--- src/design/sbsc_consts.svh ---
// Offsets, field positions, reset values and counts of the startup controller
`ifndef SBSC_CONSTS_SVH
`define SBSC_CONSTS_SVH
`define SBSC_ADDR_CTRL     12'h000
`define SBSC_ADDR_STATUS   12'h004
`define SBSC_ADDR_INTERVAL 12'h008
`define SBSC_CTRL_RUN      0
`define SBSC_CTRL_RST      1'h0
`define SBSC_STAT_MODE_LSB 0
`define SBSC_STAT_STEP_LSB 2
`define SBSC_STAT_LEAD_LSB 5
`define SBSC_STEP_FIRST    3'h0
`define SBSC_STEP_LAST     3'h5
`define SBSC_PWM_TOP_FAST  8'h7F
`define SBSC_PWM_TOP_SLOW  8'hFF
`define SBSC_DUTY_OFF      7'h00
`define SBSC_LEAD_ZERO     2'h0
`define SBSC_SEEN_MAX      2'h2
`endif

--- src/design/sbsc_pkg.sv ---
// Types shared by the startup controller files
package sbsc_pkg;
   typedef enum logic [1:0] {
      ST_IDLE   = 2'b00,
      ST_ALIGN  = 2'b01,
      ST_FORCED = 2'b10,
      ST_SENSE  = 2'b11
   } sbsc_mode_t;

   // Bit order of each field: {W, V, U}
   typedef struct packed {
      logic [2:0] hi;
      logic [2:0] lo;
   } sbsc_gate_t;

   typedef struct packed {
      logic forced_rate_sel_hi;
      logic forced_rate_sel_lo;
      logic pwm_rate_sel;
      logic lead_angle_sel_hi;
      logic lead_angle_sel_lo;
      logic position_cmp_pos;
      logic position_cmp_neg;
   } sbsc_pins_t;
endpackage

--- src/design/sbsc_step_div.sv ---
// Forced commutation step divider
`timescale 1ns/1ps
`include "sbsc_consts.svh"
module sbsc_step_div #(
   parameter int W    = 20,
   parameter int BASE = 65536
) (
   input  wire logic         pclk,
   input  wire logic         presetn,
   input  wire logic         en,
   input  wire logic [1:0]   rate_sel,
   output logic              step_en,
   output logic [W-1:0]      step_len
);
   logic [W-1:0] cnt_r;
   logic [W-1:0] cnt_nxt;
   logic [W-1:0] len_r;
   logic [W-1:0] len_nxt;
   logic         step_r;
   logic         step_nxt;

   // Six steps per forced period: one step lasts BASE << shift cycles
   always_comb begin
      len_nxt  = W'(BASE) << (~rate_sel);
      step_nxt = 1'b0;
      if (!en) begin
         cnt_nxt = '0;
      end else if (cnt_r >= len_r - W'(1)) begin
         cnt_nxt  = '0;
         step_nxt = 1'b1;
      end else begin
         cnt_nxt = cnt_r + W'(1);
      end
   end

   always_ff @(posedge pclk or negedge presetn) begin
      if (!presetn) begin
         cnt_r  <= '0;
         len_r  <= W'(BASE);
         step_r <= 1'b0;
      end else begin
         cnt_r  <= cnt_nxt;
         len_r  <= len_nxt;
         step_r <= step_nxt;
      end
   end

   assign step_en  = step_r;
   assign step_len = len_r;
endmodule

--- src/design/sbsc_pwm.sv ---
// PWM carrier and duty comparator
`timescale 1ns/1ps
`include "sbsc_consts.svh"
module sbsc_pwm (
   input  wire logic       pclk,
   input  wire logic       presetn,
   input  wire logic       rate_fast,
   input  wire logic [6:0] duty,
   output logic            pwm_on
);
   logic [7:0] cnt_r;
   logic [7:0] cnt_nxt;
   logic       on_r;
   logic       on_nxt;
   logic [7:0] top;
   logic [6:0] phase;

   always_comb begin
      top     = rate_fast ? `SBSC_PWM_TOP_FAST : `SBSC_PWM_TOP_SLOW;
      cnt_nxt = (cnt_r >= top) ? 8'h00 : cnt_r + 8'h01;
      // 128 duty steps in either period length
      phase   = rate_fast ? cnt_r[6:0] : cnt_r[7:1];
      on_nxt  = phase < duty;
   end

   always_ff @(posedge pclk or negedge presetn) begin
      if (!presetn) begin
         cnt_r <= 8'h00;
         on_r  <= 1'b0;
      end else begin
         cnt_r <= cnt_nxt;
         on_r  <= on_nxt;
      end
   end

   assign pwm_on = on_r;
endmodule

--- src/design/sbsc_top.sv ---
// Sensorless brushless startup and commutation control with APB registers
// Summary of operation
// - Forced rate selects H/L, L/H, L/L: step divides by 2^17, 2^18, 2^19.
// - Both forced selects high divide by 2^16; open select counts as low.
// - PWM select high gives period of 128 clocks, low gives 256.
// - Lead selects pick 30, 15, 7.5 or 0 degrees; open reads high.
// - Forced commutation uses zero lead; selected lead only when sensorless.
// - Startup holds windings in fixed DC excitation before forced commutation.
// - Alignment ends when timing input reaches half reference; go forced.
// - During alignment and forced commutation duty follows the soft-start ramp.
// - Rotation faster than forced rate moves control into sensorless mode.
// - Valid back-EMF polarity edges take over commutation timing automatically.
// - Sensorless mode takes duty from the speed command.
// - Speed command is a 7-bit code setting duty in 1/128 steps.
//
// Design decisions made here: the APB register port and the register addresses.
`timescale 1ns/1ps
`include "sbsc_consts.svh"
module sbsc_top #(
   parameter int STEP_W    = 20,
   parameter int STEP_BASE = 65536
) (
   input  wire logic                pclk,
   input  wire logic                presetn,
   input  wire logic [11:0]         paddr,
   input  wire logic                psel,
   input  wire logic                penable,
   input  wire logic                pwrite,
   input  wire logic [31:0]         pwdata,
   output logic [31:0]              prdata,
   output logic                     pready,
   output logic                     pslverr,
   input  wire logic                forced_rate_sel_hi,
   input  wire logic                forced_rate_sel_lo,
   input  wire logic                pwm_rate_sel,
   input  wire logic                lead_angle_sel_hi,
   input  wire logic                lead_angle_sel_lo,
   input  wire logic                position_cmp_pos,
   input  wire logic                position_cmp_neg,
   input  wire logic                align_timing_input,
   input  wire logic [6:0]          softstart_ramp_input,
   input  wire logic [6:0]          speed_command_input,
   output sbsc_pkg::sbsc_gate_t     gate_out
);
   ////////////////////////////////////////////////////////////////////////////
   // Pin synchronisers
   sbsc_pkg::sbsc_pins_t sync1_r;
   sbsc_pkg::sbsc_pins_t pins_r;

   always_ff @(posedge pclk or negedge presetn) begin
      if (!presetn) begin
         sync1_r <= '0;
         pins_r  <= '0;
      end else begin
         sync1_r <= {forced_rate_sel_hi, forced_rate_sel_lo, pwm_rate_sel,
                     lead_angle_sel_hi, lead_angle_sel_lo,
                     position_cmp_pos, position_cmp_neg};
         pins_r  <= sync1_r;
      end
   end

   ////////////////////////////////////////////////////////////////////////////
   // Functions
   function automatic sbsc_pkg::sbsc_gate_t step_gate(input logic [2:0] s);
      sbsc_pkg::sbsc_gate_t g;
      case (s)
         3'h0: g = '{hi: 3'h1, lo: 3'h2};
         3'h1: g = '{hi: 3'h1, lo: 3'h4};
         3'h2: g = '{hi: 3'h2, lo: 3'h4};
         3'h3: g = '{hi: 3'h2, lo: 3'h1};
         3'h4: g = '{hi: 3'h4, lo: 3'h1};
         3'h5: g = '{hi: 3'h4, lo: 3'h2};
         default: g = '0;
      endcase
      return g;
   endfunction

   // Zero crossing sits 30 degrees before the commutation point of a 60 degree step
   function automatic logic [STEP_W-1:0] lead_delay(input logic [STEP_W-1:0] ivl,
                                                    input logic [1:0] lead);
      logic [STEP_W-1:0] d;
      case (lead)
         2'h3: d = '0;
         2'h2: d = ivl >> 2;
         2'h1: d = (ivl >> 2) + (ivl >> 3);
         2'h0: d = ivl >> 1;
         default: d = '0;
      endcase
      return d;
   endfunction

   ////////////////////////////////////////////////////////////////////////////
   // Back-EMF edge timing
   logic              cmp_pos;
   logic              cmp_neg;
   logic              pos_d_r;
   logic              zc;
   logic [STEP_W-1:0] ivl_r;
   logic [STEP_W-1:0] ivl_nxt;
   logic [STEP_W-1:0] last_ivl_r;
   logic [STEP_W-1:0] last_ivl_nxt;
   logic [1:0]        seen_r;
   logic [1:0]        seen_nxt;
   logic [STEP_W-1:0] step_len;
   logic              step_en;
   logic              run;
   sbsc_pkg::sbsc_mode_t mode_r;
   sbsc_pkg::sbsc_mode_t mode_nxt;

   assign cmp_pos = pins_r.position_cmp_pos;
   assign cmp_neg = pins_r.position_cmp_neg;
   // A pos edge only counts while the pair shows opposite polarity
   assign zc = (cmp_pos != pos_d_r) && (cmp_pos != cmp_neg);

   always_comb begin
      ivl_nxt      = (&ivl_r) ? ivl_r : ivl_r + STEP_W'(1);
      last_ivl_nxt = last_ivl_r;
      seen_nxt     = seen_r;
      if (mode_r == sbsc_pkg::ST_IDLE) begin
         seen_nxt = 2'h0;
      end else if (zc) begin
         // Count from one so the register holds the whole edge spacing
         ivl_nxt      = STEP_W'(1);
         last_ivl_nxt = ivl_r;
         if (seen_r != `SBSC_SEEN_MAX) begin
            seen_nxt = seen_r + 2'h1;
         end
      end
   end

   always_ff @(posedge pclk or negedge presetn) begin
      if (!presetn) begin
         pos_d_r    <= 1'b0;
         ivl_r      <= '0;
         last_ivl_r <= '0;
         seen_r     <= 2'h0;
      end else begin
         pos_d_r    <= cmp_pos;
         ivl_r      <= ivl_nxt;
         last_ivl_r <= last_ivl_nxt;
         seen_r     <= seen_nxt;
      end
   end

   ////////////////////////////////////////////////////////////////////////////
   // Mode sequence and commutation step
   logic [2:0]        step_r;
   logic [2:0]        step_nxt;
   logic [STEP_W-1:0] dly_r;
   logic [STEP_W-1:0] dly_nxt;
   logic              pend_r;
   logic              pend_nxt;
   logic [1:0]        lead_sel;
   logic [1:0]        eff_lead;
   logic              fast_edge;
   logic              advance;

   assign lead_sel  = {pins_r.lead_angle_sel_hi, pins_r.lead_angle_sel_lo};
   // Zero lead until back-EMF timing has taken over
   assign eff_lead  = (mode_r == sbsc_pkg::ST_SENSE) ? lead_sel : `SBSC_LEAD_ZERO;
   // Needs one earlier edge so that the measured interval is real
   assign fast_edge = zc && (seen_r != 2'h0) && (ivl_r < step_len);

   always_comb begin
      mode_nxt = mode_r;
      step_nxt = step_r;
      dly_nxt  = dly_r;
      pend_nxt = pend_r;
      advance  = 1'b0;
      case (mode_r)
         sbsc_pkg::ST_IDLE: begin
            step_nxt = `SBSC_STEP_FIRST;
            pend_nxt = 1'b0;
            if (run) begin
               mode_nxt = sbsc_pkg::ST_ALIGN;
            end
         end
         sbsc_pkg::ST_ALIGN: begin
            step_nxt = `SBSC_STEP_FIRST;
            if (align_timing_input) begin
               mode_nxt = sbsc_pkg::ST_FORCED;
            end
         end
         sbsc_pkg::ST_FORCED: begin
            advance = step_en;
            if (fast_edge) begin
               mode_nxt = sbsc_pkg::ST_SENSE;
               dly_nxt  = lead_delay(ivl_r, lead_sel);
               pend_nxt = 1'b1;
               advance  = 1'b0;
            end
         end
         sbsc_pkg::ST_SENSE: begin
            if (zc) begin
               dly_nxt  = lead_delay(ivl_r, eff_lead);
               pend_nxt = 1'b1;
            end else if (pend_r && dly_r == '0) begin
               pend_nxt = 1'b0;
               advance  = 1'b1;
            end else if (pend_r) begin
               dly_nxt = dly_r - STEP_W'(1);
            end
         end
         default: mode_nxt = sbsc_pkg::ST_IDLE;
      endcase
      if (advance) begin
         step_nxt = (step_r == `SBSC_STEP_LAST) ? `SBSC_STEP_FIRST : step_r + 3'h1;
      end
      if (!run) begin
         mode_nxt = sbsc_pkg::ST_IDLE;
      end
   end

   always_ff @(posedge pclk or negedge presetn) begin
      if (!presetn) begin
         mode_r <= sbsc_pkg::ST_IDLE;
         step_r <= `SBSC_STEP_FIRST;
         dly_r  <= '0;
         pend_r <= 1'b0;
      end else begin
         mode_r <= mode_nxt;
         step_r <= step_nxt;
         dly_r  <= dly_nxt;
         pend_r <= pend_nxt;
      end
   end

   ////////////////////////////////////////////////////////////////////////////
   // Duty, PWM and gate drive
   logic [6:0]           duty;
   logic                 pwm_on;
   sbsc_pkg::sbsc_gate_t gate_r;
   sbsc_pkg::sbsc_gate_t gate_nxt;

   always_comb begin
      case (mode_r)
         sbsc_pkg::ST_ALIGN:  duty = softstart_ramp_input;
         sbsc_pkg::ST_FORCED: duty = softstart_ramp_input;
         sbsc_pkg::ST_SENSE:  duty = speed_command_input;
         default:             duty = `SBSC_DUTY_OFF;
      endcase
      gate_nxt = step_gate(step_r);
      // Chopping acts on the high side only
      gate_nxt.hi = pwm_on ? gate_nxt.hi : 3'h0;
      if (mode_r == sbsc_pkg::ST_IDLE) begin
         gate_nxt = '0;
      end
   end

   always_ff @(posedge pclk or negedge presetn) begin
      if (!presetn) begin
         gate_r <= '0;
      end else begin
         gate_r <= gate_nxt;
      end
   end

   assign gate_out = gate_r;

   sbsc_step_div #(
      .W    (STEP_W),
      .BASE (STEP_BASE)
   ) u_step_div (
      .pclk     (pclk),
      .presetn  (presetn),
      .en       (mode_r == sbsc_pkg::ST_FORCED),
      .rate_sel ({pins_r.forced_rate_sel_hi, pins_r.forced_rate_sel_lo}),
      .step_en  (step_en),
      .step_len (step_len)
   );

   sbsc_pwm u_pwm (
      .pclk      (pclk),
      .presetn   (presetn),
      .rate_fast (pins_r.pwm_rate_sel),
      .duty      (duty),
      .pwm_on    (pwm_on)
   );

   ////////////////////////////////////////////////////////////////////////////
   // APB slave: one access cycle, data latched in the setup cycle
   logic        run_r;
   logic        run_nxt;
   logic        rdy_r;
   logic        rdy_nxt;
   logic [31:0] rdata_r;
   logic [31:0] rdata_nxt;
   logic        err_r;
   logic        err_nxt;
   logic        hit;
   logic        setup;

   assign setup = psel && !penable;
   assign hit   = (paddr == `SBSC_ADDR_CTRL) || (paddr == `SBSC_ADDR_STATUS) ||
                  (paddr == `SBSC_ADDR_INTERVAL);

   always_comb begin
      run_nxt   = run_r;
      rdy_nxt   = setup;
      rdata_nxt = rdata_r;
      err_nxt   = err_r;
      if (setup) begin
         err_nxt   = !hit;
         rdata_nxt = 32'h0000_0000;
         case (paddr)
            `SBSC_ADDR_CTRL:     rdata_nxt[`SBSC_CTRL_RUN] = run_r;
            `SBSC_ADDR_STATUS: begin
               rdata_nxt[`SBSC_STAT_MODE_LSB +: 2] = mode_r;
               rdata_nxt[`SBSC_STAT_STEP_LSB +: 3] = step_r;
               rdata_nxt[`SBSC_STAT_LEAD_LSB +: 2] = eff_lead;
            end
            `SBSC_ADDR_INTERVAL: rdata_nxt[STEP_W-1:0] = last_ivl_r;
            default:             rdata_nxt = 32'h0000_0000;
         endcase
      end
      if (pready && pwrite && paddr == `SBSC_ADDR_CTRL) begin
         run_nxt = pwdata[`SBSC_CTRL_RUN];
      end
   end

   always_ff @(posedge pclk or negedge presetn) begin
      if (!presetn) begin
         run_r   <= `SBSC_CTRL_RST;
         rdy_r   <= 1'b0;
         rdata_r <= 32'h0000_0000;
         err_r   <= 1'b0;
      end else begin
         run_r   <= run_nxt;
         rdy_r   <= rdy_nxt;
         rdata_r <= rdata_nxt;
         err_r   <= err_nxt;
      end
   end

   assign run     = run_r;
   assign pready  = psel && penable && rdy_r;
   assign prdata  = rdata_r;
   assign pslverr = pready && err_r;
endmodule

--- config.mk ---
export PLATFORM = sky130hd
export DESIGN_NAME = sbsc_top
export DESIGN_NICKNAME = d
export VERILOG_FILES = /design/src/design/sbsc_pkg.sv /design/src/design/sbsc_step_div.sv /design/src/design/sbsc_pwm.sv /design/src/design/sbsc_top.sv
export VERILOG_INCLUDE_DIRS = /design/src /design/src/design
export SDC_FILE = /design/constraint.sdc
export NUM_CORES = 1
export LEC_CHECK = 0
export ABC_AREA = 1
export BUFFER_PORTS_ARGS = -buffer_cell sky130_fd_sc_hd__buf_2
export CAP_MARGIN = 20
export CORE_MARGIN = 5
export CORE_UTILIZATION = 45
export DETAILED_ROUTE_END_ITERATION = 12
export PLACE_DENSITY = 0.68
export SLEW_MARGIN = 0
export SYNTH_ARGS = -nofsm -noshare
export SYNTH_HDL_FRONTEND = slang
export SYNTH_SLANG_ARGS = --single-unit
--- constraint.sdc ---
create_clock -name pclk -period 5.3 [get_ports pclk]
set_input_delay 0.265 -clock pclk [delete_from_list [all_inputs] [get_ports pclk]]
set_output_delay 0.265 -clock pclk [all_outputs]
set_load 0.03 [all_outputs]
==> flow_summary_export.csv, run 1 <==
group,metric,value,unit
power_and_ir_drop,p_leak,0.00509,uW
timing,setup-violations-final,0,
clocking,cts_made_buffers,17,
drt,drtIter0Drc,513,
drt,drc,0,
synth,synth_common_cells,"nand2_1, inv_1, dfrtp_1",
drt,wl_per_cell,14.7,um
clocking,clk_latency,0.43,ns
global_route,grt_pass1_vias,7593,
setup_path,reg2regPathDepth,7,
clocking,cts_buffer_depth,2,
synth,synth_area_leaders,"dfrtp_1, nand2_1, ha_1, inv_1, nor2_1",
drt,drt-vias-per-instance,5.20,
layout,nNetsFinal,1424,
drt,wl,23300,um
layout,fillers,1941,
setup_path,cp-end-kind,"register",
placed_design,dp.cells,1541,
timing,finalHoldViolations,0,
clocking,cts_root_buf,"clkbuf_16",
timing,tns,0,ns
layout,multi_input_area,4780,um^2
synth,synth-edff-count,0,
power_and_ir_drop,power_density,367,nW/um^2
synth,ys.flop_type,"dfrtp_1",
setup_path,worst_r2r_startpoint,"mode_r[1]$_DFFE_PN0P_",
drt,vias,8226,
synth,synth.ff_latch_count,146,
hold_path,holdPathStages,3,
layout,drive_gt1_share,9.99,%
die,die_h,153,um
synth,synth_most_common_cell,"nand2_1",
global_route,grt_overflow,0,
timing,timing.final.crit_share,54.4,%
die,core_area,20200,um^2
power_and_ir_drop,ir_drop,225,uV
synth,syn_area,9170,um^2
setup_path,critPathMaxFanout,25,
timing,worst_pin_slew,0.905,ns
setup_path,cp_data_arrival_time,3.20,ns
setup_path,criticalPathCategory,"reg2reg",
global_route,grt.total_usage,20.1,%
timing,maxSlewViolCount,0,
clocking,cts_setup_buffers,0,
placed_design,routabilityCongestion,0.904,
setup_path,worstPathRequired,5.62,ns
timing,slew-limit-headroom,39.5,%
synth,async_reset_ff_share,100,%
setup_path,r2r_slack,2.41,ns
clocking,clkSinkCount,146,
timing,max_freq,347,MHz
synth,syn_area_per_cell,7.49,um^2
synth,synth_top_area_share,39.6,%
hold_path,hold_path_class,"in2reg",
die,num_io_pins,111,
placed_design,hpwl,17600,um
drt,drt-pass1-iter-count,5,
synth,ys_warn_count,0,
setup_path,reg2reg_to,"dly_r[17]$_DFFE_PN0P_",
clocking,cts_tree,"built",
outcome,status,"finished clean",
synth,synth_top_area_cell,"dfrtp_1",
die,initial_core_util,45.5,%
layout,ff_latch_area,3650,um^2
synth,ys_seq_area_share,39.9,%
clocking,clkSlewWorstSetupHoldPaths,0.07,ns
clocking,htree_levels,4,
job,drv_cap,0,
timing,rsz0062_at_grt,"no",
die,die_w,153,um
die,dieArea,23300,um^2
global_route,grt_max_degree,83,
global_route,grt_pass1_wl,38600,um
placed_design,io_buffers,67,
global_route,antenna_found_initial,0,
timing,period_minus_slack,2.89,ns
setup_path,worst_setup_path_start_kind,"register",
timing,fin_skew,0.00874,ns
synth,synthesis.instances,1224,
drt,ant_nets,0,
die,rows,52,
layout,stdcell_count,1581,
hold_path,hold-path-endpoint,"run$_DFFE_PN0P_",
layout,antennaDiodeCount,0,
hold_path,hp-start,"pwdata[0]",
timing,hold_slack,0.135,ns
layout,area_growth_syn_to_layout,13.3,%
synth,ys_types,53,
sequential cells by signal, summed over array words and instances (netlist names), 2 cells and up:
signal and cells:
dly_r 20, u_step_div.step_len 4, lead_sel 2, mode_r 2
u_step_div.cnt_r 20, prdata 20, pins_r 3, seen_r 2
last_ivl_r 20, step_r 3, gate_out 6, u_pwm.cnt_r 8
sync1_r 7, ivl_r 20
repair_timing:
| action | in CTS | in global routing |
|---|---|---|
| endpoints found under the setup margin | 0 | 0 |
| hold buffers | 8 | 0 |
| endpoints found under the hold margin | 88 | 0 |
| resized for setup | 0 | 0 |
layer usage:
metal | part of all wire (%) | vias up | global-route usage, %
met5 | 0 | - | 0
met4 | 2.1 | 0 | 5.73
met3 | 4.7 | 30 | 3.83
met2 | 46 | 210 | 31.4
met1 | 47 | 3848 | 28.5
li1 | - | 4138 | -
report_power, final:
part           total (uW)  internal (uW)  switching [uW]
combinational        1220            404             812
clock                1210            687             519
sequential           1390           1260             135
placed cells by master (no fill, tap or decap), types with 16 or more instances in the layout:
| master | n |
|---|---|
| clkbuf_16 | 17 |
| inv_1 | 147 |
| ha_1 | 54 |
| o21ai_0 | 94 |
| nand3_1 | 77 |
| xor2_1 | 21 |
| nor2_1 | 132 |
| a21oi_1 | 79 |
| nand2_1 | 294 |
| buf_2 | 66 |
| dfrtp_1 | 145 |
| nor3_1 | 20 |
| o22ai_1 | 16 |
area by class of cell:
type | instances | area share, %
sequential | 146 | 35.2
tap | 270 | 3.25
clock buffer | 19 | 4.36
clock inverter | 13 | 1.36
multi-input combinational | 901 | 46.0
timing repair buffer | 79 | 4.35
inverter | 153 | 5.53
how the worst max path moves through the flow:
stage	depth (start not counted)	start	end	slack, ns
final	7	mode_r[1]$_DFFE_PN0P_	dly_r[17]$_DFFE_PN0P_	2.41
after global routing	7	mode_r[1]$_DFFE_PN0P_	dly_r[2]$_DFFE_PN0P_	2.21
after global placement	7	mode_r[1]$_DFFE_PN0P_	dly_r[6]$_DFFE_PN0P_	2.55
after CTS	7	mode_r[1]$_DFFE_PN0P_	dly_r[17]$_DFFE_PN0P_	2.45
after floorplan	16	ivl_r[3]$_DFF_PN0_	dly_r[18]$_DFFE_PN0P_	3.31
after detailed placement	7	mode_r[1]$_DFFE_PN0P_	dly_r[17]$_DFFE_PN0P_	2.50
metrics by stage:
step	power, uW	setup slack [ns]	utilization (%)	area [um^2]
after floorplan	2320	3.31	-	9210
after global placement	2580	2.55	48.2	9720
after detailed placement	2600	2.50	48.2	9720
after CTS	3830	2.45	51.5	10400
after global routing	4070	2.21	51.5	10400
final	3810	2.41	51.5	10400
worst max-delay path, stage by stage (launching register included):
cell	delay [ns]
dfrtp_1	0.45
ha_1	0.75
nand2_1	0.55
a21o_1	0.33
nand2_4	0.25
inv_2	0.22
nor2_1	0.14
nor2_1	0.06
cells by family after synthesis:
logic type | count (synthesis) | synth area share [%]
and+or+nand+nor | 577 | 27.4
AOI/OAI and AO/OA | 222 | 13.2
buffers and inverters | 188 | 8.47
DFF | 146 | 39.9
adders and majority gates | 55 | 7.59
xor gates and xnor gates | 33 | 3.15
muxes | 2 | 0.232
other | 1 | 0.0409
Note: power is estimated with default switching activity, not from simulation.
==> inputs of run 2 (changes only) <==
PLACE_DENSITY = 0.71   (was 0.68)
clock period = 2.5 ns   (was 5.3 ns; I/O delays follow)
==> flow_summary_export.csv, run 2 (same netlist as run 1, synthesis figures left out) <==
group,metric,value,unit
outcome,status,"finished clean",
drt,drtIter0Drc,584,
timing,rsz0062_at_grt,"no",
global_route,met1_usage,27.9,%
global_route,met3_usage,3.27,%
die,num_io_pins,111,
global_route,met2_usage,33.6,%
layout,stdcell_count,1607,
setup_path,cp-end-kind,"register",
power_and_ir_drop,power_density,794,nW/um^2
layout,layout_common_cells,"nand2_1, inv_1, dfrtp_1",
global_route,grt_max_degree,62,
global_route,grt.busiest_layer,"met2",
global_route,antenna_found_initial,0,
clocking,cts_buffer_depth,2,
timing,finalHoldViolations,0,
layout,layout_commonest_cell,"nand2_1",
timing,maxSlewViolCount,0,
drt,vias,8396,
power_and_ir_drop,p_leak,0.00527,uW
die,die_w,153,um
drt,wl,24100,um
job,drv_cap,0,
power_and_ir_drop,ir_drop,457,uV
clocking,cts_root_buf,"clkbuf_16",
die,dieArea,23300,um^2
layout,antennaDiodeCount,0,
setup_path,criticalPathCategory,"reg2reg",
timing,timing.final.crit_share,95.0,%
global_route,grt_pass1_wl,39600,um
placed_design,hpwl,18400,um
timing,worst_pin_slew,0.625,ns
clocking,cts_tree,"built",
layout,nNetsFinal,1451,
global_route,grt.total_usage,20.6,%
layout,area_growth_syn_to_layout,16.5,%
setup_path,critPathMaxFanout,10,
clocking,clk_latency,0.43,ns
die,core_area,20200,um^2
die,initial_core_util,45.5,%
clocking,htree_levels,4,
clocking,clkSinkCount,146,
layout,drive_gt1_share,11.9,%
die,die_h,153,um
clocking,cts_made_buffers,17,
die,rows,52,
timing,max_freq,421,MHz
hold_path,hold_path_class,"in2reg",
drt,ant_nets,0,
drt,drt-pass1-iter-count,6,
setup_path,worstPathRequired,2.85,ns
clocking,cts_setup_buffers,0,
drt,drc,0,
placed_design,dp.cells,1567,
timing,slew-limit-headroom,58.1,%
timing,setup-violations-final,0,
setup_path,worst_setup_path_start_kind,"register",
global_route,grt_pass1_vias,7846,
clocking,clkSlewWorstSetupHoldPaths,0.07,ns
placed_design,routabilityCongestion,0.924,
timing,fin_skew,0.0109,ns
drt,drt-vias-per-instance,5.22,
global_route,grt_overflow,0,
drt,wl_per_cell,15.0,um
timing,tns,0,ns
setup_path,cp_data_arrival_time,2.72,ns
placed_design,io_buffers,67,
timing,period_minus_slack,2.37,ns
[run 2: cell types whose count changed in the layout (fill, tap and decap cells not counted), moves of 2 or more]
cell,delta
ha_1,-2
bufinv_16,+3
clkbuf_8,-2
clkinvlp_4,-2
buf_4,+24
inv_6,-2
buf_12,+2
[run 2: worst paths after layout]
path	start	to	slack (ns)	cells after the start
max in group asynchronous	presetn	gate_out[4]$_DFF_PN0_	1.49	3
min in group asynchronous	presetn	prdata[19]$_DFFE_PN0P_	0.23	2
hold reg to reg	sync1_r[2]$_DFF_PN0_	lead_sel[0]$_DFF_PN0_	0.35	0
setup / recovery	ivl_r[8]$_DFF_PN0_	dly_r[4]$_DFFE_PN0P_	0.13	15
setup reg to reg	ivl_r[8]$_DFF_PN0_	dly_r[4]$_DFFE_PN0P_	0.13	15
hold / removal	pwrite	run$_DFFE_PN0P_	0.04	3
[run 2: area by class of cell]
type / instances / area (um^2)
sequential: 146 / 3660
timing repair buffer: 106 / 682
clock buffer: 18 / 429
tap: 270 / 338
inverter: 153 / 574
fill: 1983 / 9490
clock inverter: 13 / 199
multi-input combinational: 901 / 4810
[run 2: critical path: stages (launching register included)]
cell and delay (ns):
dfrtp_1 0.41, inv_1 0.26, ha_1 0.21, nand2_1 0.05, nor2_1 0.14, nand3_1 0.14, nand3_1 0.10, nand2_1 0.05
nand2_1 0.08, nand3_1 0.08, nand2_1 0.11, nand2_4 0.12, inv_2 0.17, buf_4 0.20, nand2_1 0.07, o21ai_1 0.10
[run 2: stage by stage]
stage / setup slack [ns] / cell area [um^2] / power [uW] / hold WS [ns] / utilization (%)
finish: 0.125 / 10700 / 8480 / 0.0417 / 53.0
global placement: 0.230 / 9940 / 5620 / 0.145 / 49.3
detailed placement: 0.204 / 9940 / 5680 / 0.148 / 49.3
CTS: 0.194 / 10700 / 8490 / 0.0374 / 52.8
floorplan: 0.512 / 9210 / 4920 / -0.171 / -
global route: 0.00260 / 10700 / 9020 / 0.0481 / 53.0
[run 2: power breakdown]
| part | total (uW) | leakage (uW) | switching [uW] | internal, uW |
|---|---|---|---|---|
| registers | 2930 | 0.00191 | 268 | 2660 |
| logic | 2770 | 0.00306 | 1780 | 988 |
| clock network | 2780 | 0.000305 | 1090 | 1690 |
[run 2: routing by layer]
metal | share of wire, % | routed length [um]
met1 | 46 | 11000
met2 | 47 | 11300
met3 | 5.0 | 1210
met4 | 2.5 | 594
met5 | 0 | 0
[run 2: what timing repair did]
| action | 4_1_cts | 5_1_grt |
|---|---|---|
| hold buffers | 9 | 0 |
| resized for setup | 0 | 6 |
| endpoints found under the hold margin | 66 | 0 |
| setup endpoints to repair | 0 | 4 |
